===== src/core/orl_defines.vh =====
// Constants of the output relay logic: sizes, register map and fields.
// Assumes it is included by bare name from each design file.
`ifndef ORL_DEFINES_VH
`define ORL_DEFINES_VH
`define ORL_NREL 6
`define ORL_NSLOT 7
`define ORL_SLOT_W 8
`define ORL_SLOT_VLD 7
`define ORL_HOLD_W 16
// Byte addresses on the APB bus
`define ORL_ADDR_CTRL 8'h60
`define ORL_ADDR_STAT 8'h64
`define ORL_ADDR_ACK 8'h68
`define ORL_REG_SELA 2'h0
`define ORL_REG_SELB 2'h1
`define ORL_REG_CFG 2'h2
`define ORL_REG_HOLD 2'h3
// Relay configuration word
`define ORL_CFG_OUTINV 7
`define ORL_CFG_MODE 8
`define ORL_CFG_LATCH 9
`define ORL_CFG_NODIS 10
`define ORL_CFG_ACKIDX 20:16
`define ORL_CFG_ACKVLD 21
`define ORL_CFG_OVR 25:24
`define ORL_CFG_MASK 32'h033f07ff
`define ORL_SELB_MASK 32'h00ffffff
// Global control word
`define ORL_CTRL_GOVR 1:0
`define ORL_CTRL_PERMIT 4
`define ORL_CTRL_DISARM 5
`define ORL_CTRL_EXTIDX 12:8
`define ORL_CTRL_EXTVLD 15
`define ORL_CTRL_MASK 32'h00009f33
`define ORL_ACK_SCADA 0
// Override codes
`define ORL_OVR_DEEN 2'h1
`define ORL_OVR_EN 2'h2
// Boot states, one-hot
`define ORL_ST_RD 3'h1
`define ORL_ST_LD 3'h2
`define ORL_ST_RUN 3'h4
`endif


===== src/core/orl_nvstore.v =====
// Retained store for the latched relay states.
// Assumes its contents survive reset; read data come out of a register.
`timescale 1ns/1ps
`default_nettype none
`include "orl_defines.vh"
module orl_nvstore (
    input wire mclk,
    input wire ce,
    input wire we,
    input wire [`ORL_NREL-1:0] wdata,
    output wire [`ORL_NREL-1:0] rdata
);
    // No reset here on purpose: the word must outlive a supply dip
    reg [`ORL_NREL-1:0] mem_r = {`ORL_NREL{1'b0}};
    reg [`ORL_NREL-1:0] rdata_r = {`ORL_NREL{1'b0}};

    // Write and registered read
    always @(posedge mclk) begin
        if (ce) begin
            if (we) begin
                mem_r <= wdata;
            end
            rdata_r <= mem_r;
        end
    end

    assign rdata = rdata_r;
endmodule // orl_nvstore
`default_nettype wire


===== src/core/orl_relay.v =====
// One output relay: selection, inversion, hold, latch, disarm, override.
// Assumes a synchronous tick pulse and a one-cycle global ack pulse.
`timescale 1ns/1ps
`default_nettype none
`include "orl_defines.vh"
module orl_relay (
    input wire mclk,
    input wire rst_n,
    input wire ce,
    input wire tick,
    input wire [31:0] sig,
    input wire [31:0] sel_a,
    input wire [31:0] sel_b,
    input wire [31:0] cfg,
    input wire [`ORL_HOLD_W-1:0] hold_cfg,
    input wire ack_all,
    input wire [1:0] group_ovr,
    input wire disarm,
    input wire load,
    input wire load_val,
    output reg coil,
    output wire latched,
    output wire hold_busy
);
    reg st_r;
    reg st_nxt;
    reg latched_r;
    reg latched_nxt;
    reg [`ORL_HOLD_W-1:0] hold_r;
    reg [`ORL_HOLD_W-1:0] hold_nxt;
    reg comb;
    integer k;
    wire [55:0] slots = {sel_b[23:0], sel_a};
    wire hold_idle = (hold_r == {`ORL_HOLD_W{1'b0}});

    // Slot term: an empty slot gives false, else the optionally inverted signal
    function pick;
        input [`ORL_SLOT_W-1:0] slot;
        input inv;
        input [31:0] s;
        begin
            pick = slot[`ORL_SLOT_VLD] & (s[slot[4:0]] ^ inv);
        end
    endfunction

    // OR of up to seven selected signals
    always @* begin
        comb = 1'b0;
        for (k = 0; k < `ORL_NSLOT; k = k + 1) begin
            comb = comb | pick(slots[k*`ORL_SLOT_W +: `ORL_SLOT_W], cfg[k], sig);
        end
    end

    // Own ack only counts while latching is on
    wire ack_own = cfg[`ORL_CFG_LATCH] & cfg[`ORL_CFG_ACKVLD] & sig[cfg[`ORL_CFG_ACKIDX]];
    // Clear needs quiet inputs and an expired hold
    wire clr = (ack_all | ack_own) & ~comb & hold_idle;
    wire set = cfg[`ORL_CFG_LATCH] & comb;
    wire target = latched_r | comb;

    // Latch and hold state; set and clear never coincide since clear needs ~comb
    always @* begin
        latched_nxt = load ? load_val : (set | (latched_r & ~clr));
        st_nxt = st_r;
        hold_nxt = hold_r;
        if (hold_idle && (target != st_r)) begin
            st_nxt = target;
            hold_nxt = hold_cfg;
        end else if (tick && !hold_idle) begin
            hold_nxt = hold_r - {{(`ORL_HOLD_W-1){1'b0}}, 1'b1};
        end
    end

    always @(posedge mclk or negedge rst_n) begin
        if (!rst_n) begin
            st_r <= 1'b0;
            latched_r <= 1'b0;
            hold_r <= {`ORL_HOLD_W{1'b0}};
        end else if (ce) begin
            st_r <= st_nxt;
            latched_r <= latched_nxt;
            hold_r <= hold_nxt;
        end
    end

    // Result inversion, then operating mode picks the coil sense
    wire logic_st = st_r ^ cfg[`ORL_CFG_OUTINV];
    wire work = cfg[`ORL_CFG_MODE] ? ~logic_st : logic_st;
    // Interlock-marked relays ignore disarm
    wire dis_ok = disarm & ~cfg[`ORL_CFG_NODIS] & ~latched_r & hold_idle;

    // Group override, then own override, then disarm, then logic
    always @* begin
        case (group_ovr)
            `ORL_OVR_DEEN: coil = 1'b0;
            `ORL_OVR_EN: coil = 1'b1;
            default: begin
                case (cfg[`ORL_CFG_OVR])
                    `ORL_OVR_DEEN: coil = 1'b0;
                    `ORL_OVR_EN: coil = 1'b1;
                    default: coil = dis_ok ? 1'b0 : work;
                endcase
            end
        endcase
    end

    assign latched = latched_r;
    assign hold_busy = ~hold_idle;
endmodule // orl_relay
`default_nettype wire


===== src/core/orl_top.v =====
// Output relay card: six relays, life contact and an APB register slave.
// Assumes all inputs are synchronous to mclk and tick is a one-cycle pulse.
// How it works
// - Relay drives from OR of seven selected signals
// - Each selected signal may be inverted
// - Combined relay state may be inverted
// - Mode chooses working current or closed circuit
// - Unlatched relay follows its signals, with hold
// - Latched relay stores picked-up state
// - Ack clears only when inputs quiet, hold expired
// - Each change is held for hold time
// - Latched states survive supply loss
// - Latch survives reconfiguration; only ack clears
// - Panel key acknowledges eligible relays
// - Own ack signal works only when latching
// - External ack signal edge acknowledges all
// - SCADA command acknowledges all relays
// - Life contact picks up after boot, no fault
// - Life contact has no settings at all
// - Disarm needs permit and command bits both set; spares latched, held
// - Interlock and supervision outputs never disarmed
// - Per-relay override: normal, off, on
// - Group override beats single override
//
// The placing of the registers and register access over APB were decided locally.
`timescale 1ns/1ps
`default_nettype none
`include "orl_defines.vh"
module orl_top (
    input wire mclk,
    input wire reset_n,
    input wire ce,
    input wire tick,
    input wire [31:0] sig,
    input wire panel_ack,
    input wire selftest_ok,
    input wire int_fault,
    input wire psel,
    input wire penable,
    input wire pwrite,
    input wire [7:0] paddr,
    input wire [31:0] pwdata,
    output reg [31:0] prdata,
    output reg pready,
    output reg pslverr,
    output reg [`ORL_NREL-1:0] coil,
    output reg life_contact,
    output reg life_led
);
    reg rs1_r;
    reg rst_n_r;
    reg [31:0] sela_r [0:`ORL_NREL-1];
    reg [31:0] selb_r [0:`ORL_NREL-1];
    reg [31:0] cfg_r [0:`ORL_NREL-1];
    reg [`ORL_HOLD_W-1:0] hold_r [0:`ORL_NREL-1];
    reg [31:0] ctrl_r;
    reg scada_ack_r;
    reg ext_prev_r;
    reg panel_prev_r;
    reg [2:0] state_r;
    reg [2:0] state_nxt;
    reg [31:0] rdata_nxt;
    reg err_nxt;
    integer i;
    wire [`ORL_NREL-1:0] coil_w;
    wire [`ORL_NREL-1:0] latched_w;
    wire [`ORL_NREL-1:0] busy_w;
    wire [`ORL_NREL-1:0] nv_rdata;
    wire [2:0] rel_idx = paddr[6:4];
    wire [1:0] rel_reg = paddr[3:2];

    // Relay window decode, shared by read and write paths
    function rel_hit;
        input [7:0] a;
        begin
            rel_hit = (a < `ORL_ADDR_CTRL) && (a[1:0] == 2'h0);
        end
    endfunction

    // Any mapped word address
    function map_hit;
        input [7:0] a;
        begin
            map_hit = rel_hit(a) || (a == `ORL_ADDR_CTRL) || (a == `ORL_ADDR_STAT) || (a == `ORL_ADDR_ACK);
        end
    endfunction

    // Reset release through two flops; assertion stays asynchronous
    always @(posedge mclk or negedge reset_n) begin
        if (!reset_n) begin
            rs1_r <= 1'b0;
            rst_n_r <= 1'b0;
        end else begin
            rs1_r <= 1'b1;
            rst_n_r <= rs1_r;
        end
    end

    // A write commits at the edge where pready is seen high
    wire apb_wr = psel & penable & pready & pwrite;
    wire run = (state_r == `ORL_ST_RUN);

    // Ack sources: panel key, external signal edge, SCADA write
    wire ext_lvl = ctrl_r[`ORL_CTRL_EXTVLD] & sig[ctrl_r[`ORL_CTRL_EXTIDX]];
    wire panel_rise = panel_ack & ~panel_prev_r;
    wire ext_rise = ext_lvl & ~ext_prev_r;
    wire ack_all = run & (panel_rise | ext_rise | scada_ack_r);
    // Command without the permit does nothing
    wire disarm = ctrl_r[`ORL_CTRL_PERMIT] & ctrl_r[`ORL_CTRL_DISARM];
    wire load = (state_r == `ORL_ST_LD);

    // Register file and one-cycle SCADA ack pulse
    always @(posedge mclk or negedge rst_n_r) begin
        if (!rst_n_r) begin
            for (i = 0; i < `ORL_NREL; i = i + 1) begin
                sela_r[i] <= 32'h00000000;
                selb_r[i] <= 32'h00000000;
                cfg_r[i] <= 32'h00000000;
                hold_r[i] <= {`ORL_HOLD_W{1'b0}};
            end
            ctrl_r <= 32'h00000000;
            scada_ack_r <= 1'b0;
        end else if (ce) begin
            scada_ack_r <= 1'b0;
            if (apb_wr && rel_hit(paddr)) begin
                case (rel_reg)
                    `ORL_REG_SELA: sela_r[rel_idx] <= pwdata;
                    `ORL_REG_SELB: selb_r[rel_idx] <= pwdata & `ORL_SELB_MASK;
                    `ORL_REG_CFG: cfg_r[rel_idx] <= pwdata & `ORL_CFG_MASK;
                    `ORL_REG_HOLD: hold_r[rel_idx] <= pwdata[`ORL_HOLD_W-1:0];
                    default: cfg_r[rel_idx] <= cfg_r[rel_idx];
                endcase
            end
            if (apb_wr && (paddr == `ORL_ADDR_CTRL)) begin
                ctrl_r <= pwdata & `ORL_CTRL_MASK;
            end
            if (apb_wr && (paddr == `ORL_ADDR_ACK)) begin
                scada_ack_r <= pwdata[`ORL_ACK_SCADA];
            end
        end
    end

    // Read mux; unmapped words read zero and flag an error
    always @* begin
        rdata_nxt = 32'h00000000;
        err_nxt = ~map_hit(paddr);
        if (rel_hit(paddr)) begin
            case (rel_reg)
                `ORL_REG_SELA: rdata_nxt = sela_r[rel_idx];
                `ORL_REG_SELB: rdata_nxt = selb_r[rel_idx];
                `ORL_REG_CFG: rdata_nxt = cfg_r[rel_idx];
                default: rdata_nxt = {{(32-`ORL_HOLD_W){1'b0}}, hold_r[rel_idx]};
            endcase
        end else if (paddr == `ORL_ADDR_CTRL) begin
            rdata_nxt = ctrl_r;
        end else if (paddr == `ORL_ADDR_STAT) begin
            rdata_nxt = {6'h00, run, life_contact, 2'h0, busy_w, 2'h0, latched_w, 2'h0, coil};
        end
    end

    // APB slave: one wait state, answer held in flops
    always @(posedge mclk or negedge rst_n_r) begin
        if (!rst_n_r) begin
            prdata <= 32'h00000000;
            pready <= 1'b0;
            pslverr <= 1'b0;
        end else if (ce) begin
            if (psel && penable && !pready) begin
                pready <= 1'b1;
                prdata <= pwrite ? 32'h00000000 : rdata_nxt;
                pslverr <= err_nxt;
            end else begin
                pready <= 1'b0;
                pslverr <= 1'b0;
            end
        end
    end

    // Boot sequence: fetch retained latches, load them, then run
    always @* begin
        case (state_r)
            `ORL_ST_RD: state_nxt = `ORL_ST_LD;
            `ORL_ST_LD: state_nxt = `ORL_ST_RUN;
            `ORL_ST_RUN: state_nxt = `ORL_ST_RUN;
            default: state_nxt = `ORL_ST_RD;
        endcase
    end

    always @(posedge mclk or negedge rst_n_r) begin
        if (!rst_n_r) begin
            state_r <= `ORL_ST_RD;
            ext_prev_r <= 1'b0;
            panel_prev_r <= 1'b0;
        end else if (ce) begin
            state_r <= state_nxt;
            ext_prev_r <= ext_lvl;
            panel_prev_r <= panel_ack;
        end
    end

    // Retained latch word, rewritten every running cycle
    orl_nvstore u_nv (
        .mclk(mclk),
        .ce(ce),
        .we(run),
        .wdata(latched_w),
        .rdata(nv_rdata)
    );

    // Six independent relay slices
    genvar g;
    generate
        for (g = 0; g < `ORL_NREL; g = g + 1) begin : g_rel
            orl_relay u_rel (
                .mclk(mclk),
                .rst_n(rst_n_r),
                .ce(ce),
                .tick(tick),
                .sig(sig),
                .sel_a(sela_r[g]),
                .sel_b(selb_r[g]),
                .cfg(cfg_r[g]),
                .hold_cfg(hold_r[g]),
                .ack_all(ack_all),
                .group_ovr(ctrl_r[`ORL_CTRL_GOVR]),
                .disarm(disarm),
                .load(load),
                .load_val(nv_rdata[g]),
                .coil(coil_w[g]),
                .latched(latched_w[g]),
                .hold_busy(busy_w[g])
            );
        end
    endgenerate

    // Coil and life contact flops; coils stay off until boot is done.
    // The life contact uses no configuration at all.
    always @(posedge mclk or negedge rst_n_r) begin
        if (!rst_n_r) begin
            coil <= {`ORL_NREL{1'b0}};
            life_contact <= 1'b0;
            life_led <= 1'b0;
        end else if (ce) begin
            coil <= run ? coil_w : {`ORL_NREL{1'b0}};
            life_contact <= run & selftest_ok & ~int_fault;
            life_led <= run & selftest_ok & ~int_fault;
        end
    end
endmodule // orl_top
`default_nettype wire


===== config.mk =====
export PLATFORM = sky130hd
export DESIGN_NAME = orl_top
export DESIGN_NICKNAME = d
export VERILOG_FILES = /design/src/core/orl_nvstore.v /design/src/core/orl_relay.v /design/src/core/orl_top.v
export VERILOG_INCLUDE_DIRS = /design/src /design/src/core
export SDC_FILE = /design/constraint.sdc
export NUM_CORES = 2
export LEC_CHECK = 0
export ABC_AREA = 1
export BUFFER_PORTS_ARGS = -buffer_cell sky130_fd_sc_hd__buf_2
export CORE_MARGIN = 5
export CORE_UTILIZATION = 35
export DETAILED_ROUTE_END_ITERATION = 8
export PLACE_DENSITY = 0.49
export REMOVE_ABC_BUFFERS = 1
export SETUP_SLACK_MARGIN = 0.2
export SLEW_MARGIN = 20
export SYNTH_ARGS = -nofsm -noshare
export SYNTH_HDL_FRONTEND = slang
export SYNTH_SLANG_ARGS = --single-unit

===== constraint.sdc =====
create_clock -name mclk -period 21.1 [get_ports mclk]
set_clock_uncertainty 0.05 [all_clocks]
set_input_delay 4.22 -clock mclk [delete_from_list [all_inputs] [get_ports mclk]]
set_output_delay 4.22 -clock mclk [all_outputs]
set_load 0.005 [all_outputs]

==> key figures <==
Outcome
  – Outcome: complete, no violations

Floorplanning
  – Rows: 141
  – Die height: 395 um
  – CORE AREA: 0.148 mm^2
  – Starting Density: 0.352
  – Die ar.: 0.156 mm^2
  – IO Pins: 124
  – Die width: 395 um

Placement
  – PortBufs: 123
  – DPL Wire Length: 167000 um
  – Pre-CTS setup slack: 12710 ps
  – Gpl congestion: 0.956
  – Placed cell count: 9505

Detailed routing
  – DR DRC count: 0
  – Total Wirelength: 264000 um
  – Iteration-0 DRC Markers: 8139
  – Wire per inst: 27.3 um
  – Vias per Instance: 5.95
  – DR vias: 57600
  – Post-route ant nets: 0
  – DR pass1 iterations: 7

Logic synthesis
  – Top cells by instance count after synthesis: nand2_1 (3006), nand3_1 (1336), o21ai_0 (724)
  – Most frequent cell after synthesis: nand2_1
  – Post-synthesis async set-or-reset flop share: 0.983
  – Yosys reg bits: 725
  – Ys flop type: dfrtp_1
  – Number of synthesized flops with an enable pin: 12
  – Syn_area_per_cell: 6.52 um^2
  – Synth Instances: 7965
  – Synthesized area: 0.0519 mm^2
  – Synth cell types: 58
  – Post-synthesis sequential area ratio: 0.351
  – Area contributors post-synth: dfrtp_1 (34%), nand2_1 (22%), nand3_1 (13%)
  – Area leader, netlist: dfrtp_1
  – YS warnings: 0
  – Share of the synthesized area in the top cell type: 0.343

Clock network
  – Hold_buf cts: 0
  – TritonCTS clock tree: yes
  – Post-CTS Setup Bufs: 0
  – Resized cells post-CTS: 0
  – CTS Buf Count: 92
  – CTS max path bufs: 3
  – Worst-skew pair later-pin latency: 750 ps
  – CTS sink count: 725
  – H-tree lvl count: 3
  – CTS Root Cell: clkbuf_16
  – CTS clock-pin slew for the worst setup and hold paths: 50 ps

Timing
  – Final setup violation count: 0
  – Hold Vio Cnt, Final: 0
  – Slew @ Worst Pin: 1210 ps
  – RSZ-0062 raised after global routing: false
  – Fin worst setup slack: 13310 ps
  – Max Fclk: 128 MHz
  – Fin. max-slew vios: 0
  – Tcrit/Tclk final: 0.369
  – Slew Limit Headroom: 0.194
  – Tmin final: 7790 ps

Critical path
  – Crit path top cell by count: buf_4
  – Critical Path Source: paddr[4]
  – Critical path buffers and inverters: 6
  – Reg2reg start: pready$_DFFE_PN0P_
  – Critical R2R Capture: sela_r[147]$_DFFE_PN0P_
  – CP Max Fanout: 38
  – Crit path DAT: 8320 ps
  – Critical path class: in2reg
  – Crit path capture type: flip-flop
  – R2r setup slk: 17090 ps
  – Worst endpoint required time: 21630 ps
  – Critical path's slowest cell: inv_2
  – CP top delay family: buffers and inverters
  – Reg2Reg Depth: 8
  – CP startpoint kind: primary input
  – Slowest stage delay, CP: 790 ps
  – Worst path cell trace: buf_2, buf_4, inv_1, nand2_4, buf_4, inv_2, nand2_2, buf_4, nand2_1, o21ai_0

Global routing
  – Total Routing Usage GR: 0.326
  – Antenna violations before repair: 13
  – Total gr overflow: 0
  – First-pass GRT wire length: 380000 um
  – Largest net degree at the start of global routing: 155
  – Vias in the first global route: 52349

Layout
  – Nets: 7770
  – Post-route insts no fill: 9676
  – Sequential cell area: 0.0182 mm^2
  – Final Util: 0.377
  – Share of cells above drive strength 1: 0.0692
  – Multi-input gate area: 0.0288 mm^2
  – Layout area overhead: 7.35%
  – Fill cell count: 15684

Hold path
  – Hold Path Sink: rst_n_r$_DFF_PN0_
  – Min-delay src: rs1_r$_DFF_PN0_
  – Worst Hold Class: reg2reg
  – Worst hold path depth: 0

Power and ir drop
  – Pleak: 25.7 nW
  – Peak supply drop: 0.0620 mV
  – Cell Pwr Density: 76.1 mW/mm^2

Flow run
  – Maxcap violations: 0
sequential cells by signal, summed over array words and instances, names as in the netlist, 10 cells and up:
| signal | count |
|---|---|
| ctrl_r | 10 |
| prdata | 32 |
| hold_r | 96 |
| sela_r | 192 |
| selb_r | 144 |
| g_rel.u_rel.hold_r | 96 |
| cfg_r | 114 |
per-stage QoR:
stage | hold slack [ps] | total power, W | cell area, um^2 | setup TNS [ps]
finish | 297 | 0.00424 | 55700 | 0
global placement | 286 | 0.00260 | 52600 | 0
floorplan | 281 | 0.00223 | 48600 | -208500
detailed placement | 287 | 0.00260 | 52700 | 0
global route | 305 | 0.00443 | 55700 | 0
CTS | 300 | 0.00424 | 55700 | 0
per-layer routing:
| layer | vias up | track usage | part of all wire |
|---|---|---|---|
| li1 | 25870 | - | - |
| met1 | 27434 | 0.458 | 0.42 |
| met2 | 3542 | 0.474 | 0.41 |
| met3 | 750 | 0.0668 | 0.11 |
| met4 | 4 | 0.164 | 0.058 |
| met5 | - | 0 | 0.00010 |
cell families (layout without fill, tap and decap cells):
kind of cell             Yosys count  in the layout  synth area share
AND/OR/NAND/NOR                 4869           4869             0.403
AO/OA/AOI/OAI                   1186           1186             0.130
buffers and inverters           1078            854            0.0975
flip-flops                       725            725             0.351
XOR/XNOR                          87             87            0.0147
adder cells (fa/ha/maj)           19             19           0.00458
other                              1              6         0.0000722
layout by cell type, fill, tap and decap left out, types with 11 or more instances in the layout:
master / instances
a21oi_1: 72
a22oi_1: 40
buf_2: 123
buf_4: 109
clkbuf_1: 27
clkbuf_16: 92
clkbuf_8: 16
clkinv_1: 11
clkinv_2: 12
dfrtp_1: 711
edfxtp_1: 12
ha_1: 19
inv_1: 364
inv_2: 48
inv_4: 32
nand2_1: 2992
nand2_4: 20
nand3_1: 1332
nand3_2: 11
nand4_1: 124
nand4_4: 12
nor2_1: 268
nor2_4: 11
nor3_1: 57
o21ai_0: 724
o21ai_1: 35
o221ai_1: 54
o22ai_1: 179
o31ai_1: 18
xnor2_1: 27
xor2_1: 60
layout make-up:
class | instances | area share
Antenna cell | 5 | 0.000224
Clock buffer | 135 | 0.0471
Clock inverter | 31 | 0.00757
Sequential cell | 725 | 0.327
Tap cell | 1930 | 0.0433
Inverter | 455 | 0.0321
Multi-Input combinational cell | 6162 | 0.517
Timing Repair Buffer | 233 | 0.0261
worst max-delay path by stage:
stage | cells after the start | endpoint
detailed placement | 10 | sela_r[174]$_DFFE_PN0P_
global placement | 10 | sela_r[179]$_DFFE_PN0P_
global route | 10 | sela_r[174]$_DFFE_PN0P_
floorplan | 0 | cfg_r[0]$_DFFE_PN0P_
finish | 10 | sela_r[174]$_DFFE_PN0P_
CTS | 10 | sela_r[174]$_DFFE_PN0P_
where the power goes:
part / internal [W] / switching (W) / leakage (nW)
clock: 0.000919 / 0.000721 / 1.46
sequential: 0.00149 / 0.000111 / 9.95
combinational: 0.000303 / 0.000702 / 14.3
total: 0.00271 / 0.00153 / 25.7
No activity file was read; power rests on OpenSTA's default activity.
